--- src/verilog/uab_regs.svh ---
/*
 Register offsets, bit positions, reset values and timing counts of the
 serial buffer/status block. Assumes an 8-bit processor I/O port.
*/
`ifndef UAB_REGS_SVH
`define UAB_REGS_SVH

`define UAB_OFF_DATA     3'h0
`define UAB_OFF_STAT_A   3'h1
`define UAB_OFF_CTRL_B   3'h2
`define UAB_OFF_CTRL_C   3'h3
`define UAB_OFF_BAUD_LO  3'h4
`define UAB_OFF_BAUD_HI  3'h5

`define UAB_A_RXC        7
`define UAB_A_TXC        6
`define UAB_A_UDRE       5
`define UAB_A_FE         4
`define UAB_A_DOR        3
`define UAB_A_UPE        2
`define UAB_A_U2X        1
`define UAB_A_MPCM       0

`define UAB_B_RXCIE      7
`define UAB_B_TXCIE      6
`define UAB_B_UDRIE      5
`define UAB_B_RXEN       4
`define UAB_B_TXEN       3
`define UAB_B_SIZE2      2
`define UAB_B_RXB8       1
`define UAB_B_TXB8       0

`define UAB_C_PAR_ON     5
`define UAB_C_PAR_ODD    4
`define UAB_C_TWO_STOP   3

`define UAB_CTRL_B_RST   8'h00
`define UAB_CTRL_C_RST   8'h06
`define UAB_BAUD_RST     12'h000

`define UAB_SPB_NORMAL   5'h10
`define UAB_SPB_DOUBLE   5'h08
`define UAB_VOTE_NORMAL  5'h08
`define UAB_VOTE_DOUBLE  5'h04

`endif

--- src/verilog/uab_pkg.sv ---
/*
 Types of the serial buffer/status block: states, FIFO entry, host request.
 Assumes the constants header is included by the design files.
*/
package uab_pkg;

	typedef enum logic [3:0] {
		TX_IDLE  = 4'h1,
		TX_START = 4'h2,
		TX_BITS  = 4'h4,
		TX_STOP  = 4'h8
	} uab_tx_state_e;

	typedef enum logic [3:0] {
		RX_IDLE  = 4'h1,
		RX_START = 4'h2,
		RX_BITS  = 4'h4,
		RX_STOP  = 4'h8
	} uab_rx_state_e;

	typedef struct packed {
		logic       ninth;
		logic       fe;
		logic       pe;
		logic [7:0] data;
	} uab_rx_entry_s;

	typedef struct packed {
		logic       rd;
		logic       wr;
		logic [2:0] addr;
		logic [7:0] wdata;
	} uab_host_req_s;

endpackage : uab_pkg

--- src/verilog/uab_rx_fifo.sv ---
/*
 Two-entry receive FIFO; the head comes straight out of a register.
 Assumes the caller never pushes into a full FIFO unless it pops too.
*/
`timescale 1ns/1ps

module uab_rx_fifo (
	input  wire logic          clock,
	input  wire logic          rst_n,
	input  wire logic          flush,
	input  wire logic          push,
	input  uab_pkg::uab_rx_entry_s push_data,
	input  wire logic          pop,
	output uab_pkg::uab_rx_entry_s head,
	output logic [1:0]         count
);
	uab_pkg::uab_rx_entry_s slot0_reg;
	uab_pkg::uab_rx_entry_s slot1_reg;
	uab_pkg::uab_rx_entry_s slot0_next;
	uab_pkg::uab_rx_entry_s slot1_next;
	logic [1:0]             count_reg;
	logic [1:0]             count_next;
	wire                    do_pop = pop && (count_reg != 2'h0);

	// shift structure: slot0 is always the head
	always_comb
	begin
		slot0_next = do_pop ? slot1_reg : slot0_reg;
		slot1_next = slot1_reg;
		count_next = count_reg - {1'b0, do_pop};
		if (push)
		begin
			if (count_next == 2'h0)
				slot0_next = push_data;
			else
				slot1_next = push_data;
			count_next = count_next + 2'h1;
		end
		if (flush)
			count_next = 2'h0;
	end

	always_ff @(posedge clock or negedge rst_n)
	begin
		if (!rst_n)
		begin
			slot0_reg <= '0;
			slot1_reg <= '0;
			count_reg <= 2'h0;
		end
		else
		begin
			slot0_reg <= slot0_next;
			slot1_reg <= slot1_next;
			count_reg <= count_next;
		end
	end

	assign head  = slot0_reg;
	assign count = count_reg;

endmodule : uab_rx_fifo

--- src/verilog/uab_top.sv ---
/*
 Serial transceiver buffers, status and address-filtered reception.
 Assumes a synchronous 8-bit I/O port (one rd or wr per cycle) and a
 serial input already synchronous to clock.
*/
// Summary of operation
// - filter mode discards data frames
// - type bit: stop bit, or ninth bit
// - type one is address, zero data
// - transmitter ignores filter mode bit
// - accepted address sets receive complete normally
// - one data location for both buffers
// - short characters: upper bits ignored, zero
// - write while buffer full is discarded
// - buffer moves to shifter when empty
// - two-entry FIFO advances on each data read
// - receive complete tracks FIFO; disable flushes
// - transmit complete sets; clears by ack/one
// - buffer empty flag, one after reset
// - frame error of head character
// - overrun on start with everything full
// - parity error of head, if checked
// - double speed halves asynchronous divider
// - receive interrupt needs enable, global, flag
// - receiver disable flushes FIFO and flags
`timescale 1ns/1ps
`include "uab_regs.svh"

module uab_top (
	input  wire logic             clock,
	input  wire logic             rst_n,
	input  uab_pkg::uab_host_req_s host_req,
	input  wire logic             global_irq_en,
	input  wire logic             txc_irq_ack,
	input  wire logic             serial_in_pin,
	output logic [7:0]            host_rdata,
	output logic                  serial_out_pin,
	output logic                  rx_irq,
	output logic                  tx_irq,
	output logic                  udre_irq
);
	function automatic logic [3:0] char_len(input logic [2:0] sel);
		unique case (sel)
			3'h0:    char_len = 4'h5;
			3'h1:    char_len = 4'h6;
			3'h2:    char_len = 4'h7;
			3'h7:    char_len = 4'h9;
			default: char_len = 4'h8;
		endcase
	endfunction : char_len

	function automatic logic [8:0] char_mask(input logic [3:0] n);
		char_mask = 9'h1FF >> (4'h9 - n);
	endfunction : char_mask

	uab_pkg::uab_tx_state_e tx_state_reg, tx_state_next;
	uab_pkg::uab_rx_state_e rx_state_reg, rx_state_next;
	uab_pkg::uab_rx_entry_s head, pend_reg, pend_next, rx_entry;
	logic [7:0]  ctrl_b_reg, ctrl_c_reg, rdata_reg, rdata_next;
	logic [11:0] baud_reg, baud_cnt_reg;
	logic        u2x_reg, mpcm_reg, txc_reg, txc_next, dor_reg, dor_next;
	logic [8:0]  tx_buf_reg;
	logic        tx_buf_valid_reg, tx_buf_valid_next;
	logic [9:0]  tx_shift_reg, tx_shift_next;
	logic [3:0]  tx_cnt_reg, tx_cnt_next;
	logic [4:0]  tx_samp_reg;
	logic        tx_out_reg, tx_out_next, tx_done;
	logic [4:0]  rx_samp_reg, rx_samp_next;
	logic [1:0]  rx_ones_reg, rx_ones_next, fifo_count;
	logic [9:0]  rx_shift_reg, rx_shift_next;
	logic [3:0]  rx_cnt_reg, rx_cnt_next;
	logic        rx_prev_reg, pend_valid_reg, pend_valid_next, rx_done;
	logic        rx_irq_reg, tx_irq_reg, udre_irq_reg;

	// host port decode
	wire sel_data  = host_req.addr == `UAB_OFF_DATA;
	wire sel_stat  = host_req.addr == `UAB_OFF_STAT_A;
	wire rd_data   = host_req.rd && sel_data;
	wire wr_data   = host_req.wr && sel_data;
	wire wr_stat   = host_req.wr && sel_stat;
	wire wr_ctrl_b = host_req.wr && host_req.addr == `UAB_OFF_CTRL_B;
	wire wr_ctrl_c = host_req.wr && host_req.addr == `UAB_OFF_CTRL_C;
	wire wr_b_lo   = host_req.wr && host_req.addr == `UAB_OFF_BAUD_LO;
	wire wr_b_hi   = host_req.wr && host_req.addr == `UAB_OFF_BAUD_HI;

	// shared frame format
	wire       rxen      = ctrl_b_reg[`UAB_B_RXEN];
	wire       txen      = ctrl_b_reg[`UAB_B_TXEN];
	wire [3:0] nbits     = char_len({ctrl_b_reg[`UAB_B_SIZE2], ctrl_c_reg[2:1]});
	wire [8:0] cmask     = char_mask(nbits);
	wire       par_on    = ctrl_c_reg[`UAB_C_PAR_ON];
	wire       par_odd   = ctrl_c_reg[`UAB_C_PAR_ODD];
	wire [3:0] frame_len = nbits + {3'h0, par_on};
	wire       async_md  = ctrl_c_reg[7:6] == 2'h0;
	// synchronous mode is not built here, so double speed is gated off
	wire       dbl       = u2x_reg && async_md;
	wire [4:0] spb       = dbl ? `UAB_SPB_DOUBLE : `UAB_SPB_NORMAL;
	wire [4:0] vote_f    = dbl ? `UAB_VOTE_DOUBLE : `UAB_VOTE_NORMAL;
	wire       tick      = baud_cnt_reg == 12'h000;

	// status view
	wire       fifo_nempty = fifo_count != 2'h0;
	wire       rxc   = fifo_nempty;
	wire       udre  = !tx_buf_valid_reg;
	wire       fe_q  = head.fe && fifo_nempty;
	wire       upe_q = head.pe && fifo_nempty;
	wire [7:0] stat_a = {rxc, txc_reg, udre, fe_q, dor_reg, upe_q, u2x_reg, mpcm_reg};
	wire [7:0] ctrl_b_rd = {ctrl_b_reg[7:2], head.ninth, ctrl_b_reg[0]};

	always_comb
	begin
		rdata_next = rdata_reg;
		if (host_req.rd)
		begin
			unique case (host_req.addr)
				`UAB_OFF_DATA:    rdata_next = head.data & {8{fifo_nempty}};
				`UAB_OFF_STAT_A:  rdata_next = stat_a;
				`UAB_OFF_CTRL_B:  rdata_next = ctrl_b_rd;
				`UAB_OFF_CTRL_C:  rdata_next = ctrl_c_reg;
				`UAB_OFF_BAUD_LO: rdata_next = baud_reg[7:0];
				`UAB_OFF_BAUD_HI: rdata_next = {4'h0, baud_reg[11:8]};
				default:          rdata_next = 8'h00;
			endcase
		end
	end

	// transmitter; the filter bit is never looked at here
	wire       tx_load  = tx_state_reg == uab_pkg::TX_IDLE && tx_buf_valid_reg && txen;
	wire       tx_bend  = tick && tx_samp_reg == spb - 5'h01;
	wire [8:0] tx_data  = tx_buf_reg & cmask;
	wire       tx_par   = ^tx_data ^ par_odd;
	wire [9:0] tx_frame = {1'b0, tx_data} | ({9'h000, tx_par && par_on} << nbits);

	always_comb
	begin
		tx_state_next = tx_state_reg;
		tx_shift_next = tx_shift_reg;
		tx_cnt_next   = tx_cnt_reg;
		tx_out_next   = 1'b1;
		tx_done       = 1'b0;
		unique case (tx_state_reg)
			uab_pkg::TX_IDLE:
				if (tx_load)
				begin
					tx_state_next = uab_pkg::TX_START;
					tx_shift_next = tx_frame;
					tx_cnt_next   = frame_len;
					tx_out_next   = 1'b0;
				end
			uab_pkg::TX_START:
			begin
				tx_out_next = 1'b0;
				if (tx_bend)
				begin
					tx_state_next = uab_pkg::TX_BITS;
					tx_out_next   = tx_shift_reg[0];
				end
			end
			uab_pkg::TX_BITS:
			begin
				tx_out_next = tx_shift_reg[0];
				if (tx_bend)
				begin
					tx_shift_next = tx_shift_reg >> 1;
					tx_cnt_next   = tx_cnt_reg - 4'h1;
					tx_out_next   = tx_shift_reg[1];
					if (tx_cnt_reg == 4'h1)
					begin
						tx_state_next = uab_pkg::TX_STOP;
						tx_cnt_next   = ctrl_c_reg[`UAB_C_TWO_STOP] ? 4'h2 : 4'h1;
						tx_out_next   = 1'b1;
					end
				end
			end
			uab_pkg::TX_STOP:
				if (tx_bend)
				begin
					tx_cnt_next = tx_cnt_reg - 4'h1;
					if (tx_cnt_reg == 4'h1)
					begin
						tx_state_next = uab_pkg::TX_IDLE;
						tx_done       = 1'b1;
					end
				end
		endcase
	end

	// a write while the buffer is occupied leaves it untouched
	assign tx_buf_valid_next = (tx_buf_valid_reg && !tx_load) || (wr_data && udre);
	assign txc_next = (tx_done && !tx_buf_valid_reg) ||
		(txc_reg && !txc_irq_ack && !(wr_stat && host_req.wdata[`UAB_A_TXC]));

	// receiver: three-sample majority around the bit centre
	wire [4:0] rx_vl   = vote_f + 5'h02;
	wire       rx_vote = rx_samp_reg >= vote_f && rx_samp_reg <= rx_vl;
	wire [1:0] rx_sum  = rx_ones_reg + {1'b0, serial_in_pin};
	wire       rx_maj  = rx_sum >= 2'h2;
	wire       rx_dec  = tick && rx_samp_reg == rx_vl;
	wire       rx_fall = tick && rx_prev_reg && !serial_in_pin;
	wire       rx_go   = rx_state_reg == uab_pkg::RX_IDLE && rx_fall && rxen;
	wire       fifo_full = fifo_count == 2'h2;
	wire       ovr_set = rx_go && pend_valid_reg && fifo_full;

	always_comb
	begin
		rx_state_next = rx_state_reg;
		rx_samp_next  = rx_samp_reg;
		rx_ones_next  = rx_ones_reg;
		rx_shift_next = rx_shift_reg;
		rx_cnt_next   = rx_cnt_reg;
		rx_done       = 1'b0;
		if (rx_go)
		begin
			rx_state_next = uab_pkg::RX_START;
			rx_samp_next  = 5'h01;
			rx_ones_next  = 2'h0;
		end
		else if (tick && rx_state_reg != uab_pkg::RX_IDLE)
		begin
			rx_samp_next = (rx_samp_reg == spb) ? 5'h01 : rx_samp_reg + 5'h01;
			if (rx_vote)
				rx_ones_next = rx_sum;
			if (rx_samp_reg == spb)
				rx_ones_next = 2'h0;
			unique case (rx_state_reg)
				uab_pkg::RX_START:
					if (rx_dec && rx_maj)
						rx_state_next = uab_pkg::RX_IDLE;
					else if (rx_samp_reg == spb)
					begin
						rx_state_next = uab_pkg::RX_BITS;
						rx_cnt_next   = frame_len;
					end
				uab_pkg::RX_BITS:
					if (rx_dec)
					begin
						rx_shift_next = {rx_maj, rx_shift_reg[9:1]};
						rx_cnt_next   = rx_cnt_reg - 4'h1;
					end
					else if (rx_samp_reg == spb && rx_cnt_reg == 4'h0)
						rx_state_next = uab_pkg::RX_STOP;
				uab_pkg::RX_STOP:
					if (rx_dec)
					begin
						rx_state_next = uab_pkg::RX_IDLE;
						rx_done       = 1'b1;
					end
				default:
					rx_state_next = uab_pkg::RX_IDLE;
			endcase
		end
		if (!rxen)
			rx_state_next = uab_pkg::RX_IDLE;
	end

	// frame assembly; status travels with its character
	wire [9:0] rx_algn  = rx_shift_reg >> (4'hA - frame_len);
	wire [8:0] rx_data  = rx_algn[8:0] & cmask;
	wire       rx_pbit  = rx_algn[nbits];
	wire       rx_type  = (nbits == 4'h9) ? rx_data[8] : rx_maj;
	// one marks an address frame, zero a data frame
	wire       rx_keep  = !(mpcm_reg && !rx_type);
	wire       drain    = pend_valid_reg && (!fifo_full || rd_data);
	assign rx_entry.ninth = rx_data[8];
	assign rx_entry.fe    = !rx_maj;
	assign rx_entry.pe    = par_on && ((^rx_data ^ par_odd) != rx_pbit);
	assign rx_entry.data  = rx_data[7:0];

	// a held character is kept; a later one that finds no room is lost
	always_comb
	begin
		pend_next       = pend_reg;
		pend_valid_next = pend_valid_reg && !drain;
		if (rx_done && rx_keep && !pend_valid_next)
		begin
			pend_next       = rx_entry;
			pend_valid_next = 1'b1;
		end
		if (!rxen)
			pend_valid_next = 1'b0;
	end

	// overrun set wins over the clearing read
	assign dor_next = rxen && (ovr_set || (dor_reg && !rd_data));

	uab_rx_fifo u_fifo (
		.clock     (clock),
		.rst_n     (rst_n),
		.flush     (!rxen),
		.push      (drain),
		.push_data (pend_reg),
		.pop       (rd_data),
		.head      (head),
		.count     (fifo_count)
	);

	always_ff @(posedge clock or negedge rst_n)
	begin
		if (!rst_n)
		begin
			ctrl_b_reg <= `UAB_CTRL_B_RST;
			ctrl_c_reg <= `UAB_CTRL_C_RST;
			baud_reg   <= `UAB_BAUD_RST;
			u2x_reg    <= 1'b0;
			mpcm_reg   <= 1'b0;
		end
		else
		begin
			if (wr_ctrl_b)
				ctrl_b_reg <= host_req.wdata;
			if (wr_ctrl_c)
				ctrl_c_reg <= host_req.wdata;
			if (wr_b_lo)
				baud_reg[7:0] <= host_req.wdata;
			if (wr_b_hi)
				baud_reg[11:8] <= host_req.wdata[3:0];
			if (wr_stat)
			begin
				u2x_reg  <= host_req.wdata[`UAB_A_U2X];
				mpcm_reg <= host_req.wdata[`UAB_A_MPCM];
			end
		end
	end

	always_ff @(posedge clock or negedge rst_n)
	begin
		if (!rst_n)
		begin
			baud_cnt_reg <= `UAB_BAUD_RST;
			tx_samp_reg  <= 5'h00;
			rx_prev_reg  <= 1'b1;
		end
		else
		begin
			// a low-byte write restarts the prescaler at once
			if (wr_b_lo)
				baud_cnt_reg <= {baud_reg[11:8], host_req.wdata};
			else
				baud_cnt_reg <= tick ? baud_reg : baud_cnt_reg - 12'h001;
			if (tx_load || tx_bend)
				tx_samp_reg <= 5'h00;
			else if (tick)
				tx_samp_reg <= tx_samp_reg + 5'h01;
			if (tick)
				rx_prev_reg <= serial_in_pin;
		end
	end

	always_ff @(posedge clock or negedge rst_n)
	begin
		if (!rst_n)
		begin
			tx_state_reg     <= uab_pkg::TX_IDLE;
			tx_shift_reg     <= 10'h000;
			tx_cnt_reg       <= 4'h0;
			tx_out_reg       <= 1'b1;
			tx_buf_reg       <= 9'h000;
			tx_buf_valid_reg <= 1'b0;
			txc_reg          <= 1'b0;
		end
		else
		begin
			tx_state_reg     <= tx_state_next;
			tx_shift_reg     <= tx_shift_next;
			tx_cnt_reg       <= tx_cnt_next;
			tx_out_reg       <= tx_out_next;
			tx_buf_valid_reg <= tx_buf_valid_next;
			txc_reg          <= txc_next;
			if (wr_data && udre)
				tx_buf_reg <= {ctrl_b_reg[`UAB_B_TXB8], host_req.wdata};
		end
	end

	always_ff @(posedge clock or negedge rst_n)
	begin
		if (!rst_n)
		begin
			rx_state_reg   <= uab_pkg::RX_IDLE;
			rx_samp_reg    <= 5'h00;
			rx_ones_reg    <= 2'h0;
			rx_shift_reg   <= 10'h000;
			rx_cnt_reg     <= 4'h0;
			pend_reg       <= '0;
			pend_valid_reg <= 1'b0;
			dor_reg        <= 1'b0;
		end
		else
		begin
			rx_state_reg   <= rx_state_next;
			rx_samp_reg    <= rx_samp_next;
			rx_ones_reg    <= rx_ones_next;
			rx_shift_reg   <= rx_shift_next;
			rx_cnt_reg     <= rx_cnt_next;
			pend_reg       <= pend_next;
			pend_valid_reg <= pend_valid_next;
			dor_reg        <= dor_next;
		end
	end

	always_ff @(posedge clock or negedge rst_n)
	begin
		if (!rst_n)
		begin
			rdata_reg    <= 8'h00;
			rx_irq_reg   <= 1'b0;
			tx_irq_reg   <= 1'b0;
			udre_irq_reg <= 1'b0;
		end
		else
		begin
			rdata_reg    <= rdata_next;
			rx_irq_reg   <= ctrl_b_reg[`UAB_B_RXCIE] && global_irq_en && rxc;
			tx_irq_reg   <= ctrl_b_reg[`UAB_B_TXCIE] && global_irq_en && txc_reg;
			udre_irq_reg <= ctrl_b_reg[`UAB_B_UDRIE] && global_irq_en && udre;
		end
	end

	assign host_rdata     = rdata_reg;
	assign serial_out_pin = tx_out_reg;
	assign rx_irq         = rx_irq_reg;
	assign tx_irq         = tx_irq_reg;
	assign udre_irq       = udre_irq_reg;
endmodule : uab_top

--- config.mk ---
export PLATFORM = sky130hd
export DESIGN_NAME = uab_top
export DESIGN_NICKNAME = d
export VERILOG_FILES = /design/src/verilog/uab_pkg.sv /design/src/verilog/uab_rx_fifo.sv /design/src/verilog/uab_top.sv
export VERILOG_INCLUDE_DIRS = /design/src /design/src/verilog
export SDC_FILE = /design/constraint.sdc
export NUM_CORES = 1
export LEC_CHECK = 0
export BUFFER_PORTS_ARGS = -buffer_cell sky130_fd_sc_hd__buf_2
export CAP_MARGIN = 15
export CORE_MARGIN = 2
export CORE_UTILIZATION = 30
export DETAILED_ROUTE_END_ITERATION = 12
export PLACE_DENSITY = 0.42
export RECOVER_POWER = 50
export SLEW_MARGIN = 40
export SYNTH_ARGS = -nofsm -noshare
export SYNTH_HDL_FRONTEND = slang
export SYNTH_HIERARCHICAL = 1
export SYNTH_SLANG_ARGS = --single-unit
--- constraint.sdc ---
create_clock -name clock -period 5.2 [get_ports clock]
set_clock_uncertainty 0.1 [all_clocks]
set_input_delay 0.78 -clock clock [delete_from_list [all_inputs] [get_ports clock]]
set_output_delay 0.78 -clock clock [all_outputs]
set_load 0.005 [all_outputs]
==> results.cfg, run 1 <==
[synth]
ys_types = 78
synth.top_cell.area_share_pct = 41.6
synth_cells = 862
yosysWarnings = 6
synth-seq-cells = 150
syn_nets = 901
ys.flop_type = dfrtp_1
synthTopCellsByArea = dfrtp_1 (42%), mux2_2 (6.6%), nand2_1 (4.8%)
synth_largest_area_cell = dfrtp_1
synthesis.area_mm2 = 0.00867
synth_edf_count = 0
post_synth.cell_area_avg_um2 = 10.1
seq_area_frac_synth_pct = 43.4
ys_async_sr_fraction_pct = 100

[placed_design]
place_worst_setup_slack_ps = 873
placed_area_mm2 = 0.00924
place_inst = 1254
gp_congestion = 0.805
portBuffers = 29
hpwl_um = 17900

[layout]
layout_commonest_cell = dfrtp_1
fin_cells = 1286
stdcell_area_mm2 = 0.00980
synthToLayoutAreaGrowth_pct = 13.1
drive_above_1_share_pct = 19.8
diodes = 0
num-nets-final = 928
most-common-layout-cells = dfrtp_1 (144), nand2_1 (111), nor2_1 (71)

[route]
drt_wl_total_um = 24400
drt-vias-per-instance = 5.03
wl_per_cell_um = 18.9
num_vias = 6473
postRouteAntennaNets = 0
post-route-drc-count = 0
drt_iter0_drc = 426
drtPass1Iterations = 6

[timing]
relSlewSlack_pct = -60.4
min_period_over_period_pct = 83.2
rsz0062_at_grt = false
worst_slack_ps = 875
setup_viol = 0
worstMarginPinSlew_ps = 2410
fmax_ghz = 0.231
slew_viol_final = 86
fin_tns_setup_ps = 0
period_needed_ps = 4330
hold_viol = 0

[worst_setup_path]
worstPathArrival_ps = 4550
cp_slowest_cell = dfstp_2
rr_endpoint = pend_reg[3]
crit_buf_inv = 2
critPathRequiredTime_ps = 5420
rr_worst_depth = 13
r2r_slack_ps = 870
cp-end-kind = flip-flop
startpoint_type = flip-flop
cpMostUsedCell = ha_1
rr_startpoint = ctrl_c_reg[2]
cp_max_fo = 16
cp_top_family = simple AND/OR/NAND/NOR gates
cpPeakStageDelay_ps = 700
criticalPathCategory = reg2reg
path_cells = and3_1 -> nor2_1 -> inv_1 -> ha_1 -> ha_1 -> ha_1 -> buf_4 -> a21boi_1 -> nand2_2 -> nor3_2 -> o2111a_1 -> and2b_1 -> mux2_2

[floorplanning]
pin_count = 30
die_h_um = 174
dieArea_mm2 = 0.0303
initial_core_util_pct = 30.4
num_rows = 62
core_mm2 = 0.0285
die_x_um = 174

[power_and_ir_drop]
leakagePower_nw = 4.15
ir_drop_uv = 239
p_sw_share_pct = 36.3
clkPwrFrac_pct = 30.8
switchingPower_mw = 1.45
seqPwrFrac_pct = 37.8
finalPower_mw = 3.98
combPwrFrac_pct = 31.4
power.density_mw_per_mm2 = 406
internal_power_mw = 2.53

[grt]
grt_use_total_pct = 16.9
antenna_found_initial = 0
grt_max_degree = 69
overflow = 0
first_global_vias = 6499
grt_pass1_wl_um = 39000

[clocking]
path_clk_slew_ps = 70
cts_hold_buf = 0
root_buffer = clkbuf_16
cts_resized = 0
cts_tree = yes
htree_num_levels = 4
post_cts_buffers = 0
cts_buffer_depth = 2
cts_sinks = 150
numCtsBuffers = 17
clk_latency_ps = 450

[status]
violations = capacitance limit, slew limit
status = complete, but fails checks

[run]
maxCapViolations = 2

[worst_hold_path]
hold_path_class = in2async
## worst reg2reg max path, delay by kind of cell, from the launching register on
kind | cells | cell delay (ps)
flops | 1 | 700
mux | 1 | 400
fa+ha+maj | 3 | 750
buf+inv | 2 | 280
compound gates | 2 | 700
simple gates | 5 | 1280
## final cells by class
type / count / area [um2]
clock buffers: 18 / 439
repair buffers: 48 / 280
fillers: 3016 / 18700
inverters: 28 / 118
flip-flops and latches: 150 / 3760
well taps: 384 / 480
multi-input cells: 644 / 4590
clock inverters: 14 / 134
## metrics by stage
stage,hold WS [ps],util (%)
2_1_floorplan,341,-
3_3_place_gp,356,32.3
3_5_place_dp,355,32.4
4_1_cts,268,34.4
5_1_grt,283,34.3
6_report,227,34.3
## cell families after synthesis
kind of cell / Yosys count / synth area share [%]
AO/OA/AOI/OAI: 185 / 13.6
XOR/XNOR: 40 / 4.97
adder cells (fa/ha/maj): 21 / 3.03
buffers and inverters: 68 / 4.09
flip-flops: 150 / 43.4
multiplexers: 95 / 13.3
AND/OR/NAND/NOR: 303 / 17.6
## routing by layer
layer  up-vias  global-route usage, %  wire, um  share of wire [%]
met4         0                   3.36       167               0.69
met3        10                   3.13       801                3.3
li1       3151                      -         -                  -
met1      3226                   24.7     12100                 50
met2        86                   26.1     11200                 46
met5         -                      0         0                  0
## worst max-delay path by stage
stage             startpoint           to  slack, ps  cells past startpoint
2_1_floorplan  ctrl_c_reg[1]  pend_reg[8]       1380                     16
3_3_place_gp   ctrl_c_reg[1]  pend_reg[3]        950                     13
3_5_place_dp   ctrl_c_reg[1]  pend_reg[5]        870                     13
4_1_cts        ctrl_c_reg[1]  pend_reg[3]        850                     13
5_1_grt        ctrl_c_reg[1]  pend_reg[3]        540                     13
6_report       ctrl_c_reg[2]  pend_reg[3]        870                     13
## power groups by stage
stage	Clock, mW	Sequential [mW]	Combinational [mW]
2_1_floorplan	0	1.45	0.994
3_3_place_gp	0	1.53	1.26
3_5_place_dp	0	1.52	1.26
4_1_cts	1.26	1.51	1.27
5_1_grt	1.32	1.53	1.39
6_report	1.23	1.51	1.25
## cell usage after synthesis (3+ instances only)
cell type and n:
dfrtp_1 144, mux4_2 5, mux2_2 51, a31oi_1 17, nand2b_1 14, and2_1 4
o21a_1 4, dfstp_2 6, nand3b_1 4, mux2_4 13, nor4b_1 9, buf_2 8
o211ai_1 6, a211oi_1 3, nor3b_1 8, o221ai_1 5, a222oi_1 6, and3_1 3
nand2_1 111, buf_6 6, a21o_1 6, nor4_2 3, xnor2_1 21, o32ai_1 3
nor2b_1 9, a21oi_1 45, o31ai_1 5, clkbuf_1 22, o22ai_1 5, o21ai_0 52
mux2i_1 25, xor2_1 14, ha_1 21, a22oi_1 10, inv_1 25, a22o_1 3
nand4b_1 5, nand4_1 3, nand3_1 21, nor3_1 17, nor2_1 73
Note: power is estimated with default switching activity, not from simulation.
==> run 2, diff against run 1 <==
- clock period: 5.2 -> 4 ns (I/O delays scaled with it)
==> run 2 against run 1 <==
First-iteration DRC count is 9.6% higher. Critical path type unchanged. Total power grew 33%. Critical path depth rose by 1. Highest routed layer unchanged. The run still ends with capacitance limit, slew limit left.
==> results.cfg, run 2 (same netlist as run 1, synthesis figures left out) <==
[timing]
fin_hold_ws_ps = 312
fin_tns_setup_ps = 0
fmax_ghz = 0.267
rsz0062_at_grt = false
period_needed_ps = 3740
hold_viol = 0
worstMarginPinSlew_ps = 1660
setup_viol = 0
relSlewSlack_pct = -10.6
slew_viol_final = 72
min_period_over_period_pct = 93.6

[worst_setup_path]
cp-end-kind = flip-flop
worstPathArrival_ps = 4000
criticalPathCategory = reg2reg
rr_endpoint = pend_reg[8]
cp_max_fo = 9
critPathRequiredTime_ps = 4250
rr_startpoint = ctrl_c_reg[1]
rr_worst_depth = 14
r2r_slack_ps = 260
startpoint_type = flip-flop

[grt]
grt_max_degree = 94
antenna_found_initial = 0
grt_pass1_wl_um = 38900
first_global_vias = 6619
grt_use_total_pct = 16.6
grt.busiest_layer = met2
grt_use_met3_pct = 2.69
use_met1_pct = 24.6
overflow = 0
met2_usage_pct = 24.9

[clocking]
htree_num_levels = 4
path_clk_slew_ps = 70
root_buffer = clkbuf_16
numCtsBuffers = 17
cts_sinks = 150
clk_latency_ps = 430
cts_tree = yes
cts_buffer_depth = 2

[power_and_ir_drop]
clkPwrFrac_pct = 29.7
leakagePower_nw = 4.27
seqPwrFrac_pct = 36.9
internal_power_mw = 3.37
ir_drop_uv = 300
switchingPower_mw = 1.91
p_sw_share_pct = 36.2
power.density_mw_per_mm2 = 529
combPwrFrac_pct = 33.3

[status]
violations = capacitance limit, slew limit
status = complete, but fails checks

[floorplanning]
die_h_um = 174
core_mm2 = 0.0285
initial_core_util_pct = 30.4
pin_count = 30
die_x_um = 174
num_rows = 62
dieArea_mm2 = 0.0303

[route]
drtPass1Iterations = 5
drt-vias-per-instance = 5.04
post-route-drc-count = 0
drt_iter0_drc = 467
drt_wl_total_um = 24000
postRouteAntennaNets = 0
num_vias = 6601
wl_per_cell_um = 18.3

[placed_design]
gp_congestion = 0.798
hpwl_um = 17500
portBuffers = 29

[run]
maxCapViolations = 1

[layout]
num-nets-final = 953
drive_above_1_share_pct = 21.7
synthToLayoutAreaGrowth_pct = 15.1
diodes = 0
most-common-layout-cells = dfrtp_1 (144), nand2_1 (111), nor2_1 (73)
layout_commonest_cell = dfrtp_1

[worst_hold_path]
hold_depth = 3
min-delay-start = serial_in_pin
hold_path_class = in2reg
holdPathEnd = rx_prev_reg
==> run 2: changes by cell type in the layout (fill, tap and decap cells not counted), moves of 2 or more <==
cell	before	now
nor2_2	2	0
nor2_1	71	73
buf_4	16	40
buf_2	26	28
inv_6	6	8
==> run 2: how the worst max path moves through the flow <==
| stage | from | to | slack (ps) | cells after the start |
|---|---|---|---|---|
| CTS | ctrl_c_reg[1] | pend_reg[8] | 110 | 14 |
| finish | ctrl_c_reg[1] | pend_reg[8] | 260 | 14 |
| global placement | ctrl_c_reg[1] | pend_reg[8] | 200 | 14 |
| global route | ctrl_c_reg[1] | pend_reg[8] | 30 | 15 |
| detailed placement | ctrl_c_reg[1] | pend_reg[8] | 150 | 14 |
| floorplan | ctrl_c_reg[1] | pend_reg[8] | 180 | 16 |
==> run 2: metal layers <==
layer	vias up	part of all wire, %
li1	3206	-
met4	0	1.4
met1	3269	51
met2	110	45
met3	16	3.0
met5	-	0
==> run 2: final cells by class <==
class / count / area (um2)
Fill cell: 2952 / 18600
Inverter: 28 / 118
Multi-Input combinational cell: 644 / 4590
Clock inverter: 14 / 134
Sequential cell: 150 / 3760
Timing Repair Buffer: 73 / 467
Clock buffer: 18 / 429
Tap cell: 384 / 480
==> run 2: timing repair <==
action	CTS	global route
setup endpoints to repair	0	8
gates resized for setup	0	3
hold buffers	0	1
endpoints found under the hold margin	0	21
setup buffers	0	1
==> run 2: through the flow <==
| stage | power (mW) | cells | setup slack, ps | utilization [%] | area, um2 |
|---|---|---|---|---|---|
| after floorplan | 3.18 | 862 | 180 | - | 8670 |
| after global placement | 3.71 | 1276 | 197 | 32.9 | 9400 |
| after detailed placement | 3.71 | 1276 | 146 | 32.9 | 9400 |
| after CTS | 5.31 | 1308 | 110 | 34.9 | 9960 |
| after global routing | 5.62 | 1311 | 32.3 | 35.0 | 9980 |
| final | 5.28 | 1311 | 257 | 35.0 | 9980 |
==> run 2: critical path, cell delays in order (launching register included) <==
cell     delay [ps]
dfstp_2         600
nor2_1           70
nor2_1          160
inv_1            70
ha_1            200
ha_1            320
ha_4            340
buf_4           180
mux4_2          510
mux2i_1         180
nor4_2           80
xor2_1          180
xnor2_1         210
xnor3_1         360
o22ai_2          90
==> run 2: power groups by stage <==
stage | sequential [mW] | combinational [mW] | clock [mW]
2_1_floorplan | 1.89 | 1.29 | 0
3_3_place_gp | 1.98 | 1.73 | 0
3_5_place_dp | 1.98 | 1.73 | 0
4_1_cts | 1.95 | 1.74 | 1.62
5_1_grt | 1.98 | 1.95 | 1.69
6_report | 1.95 | 1.76 | 1.57
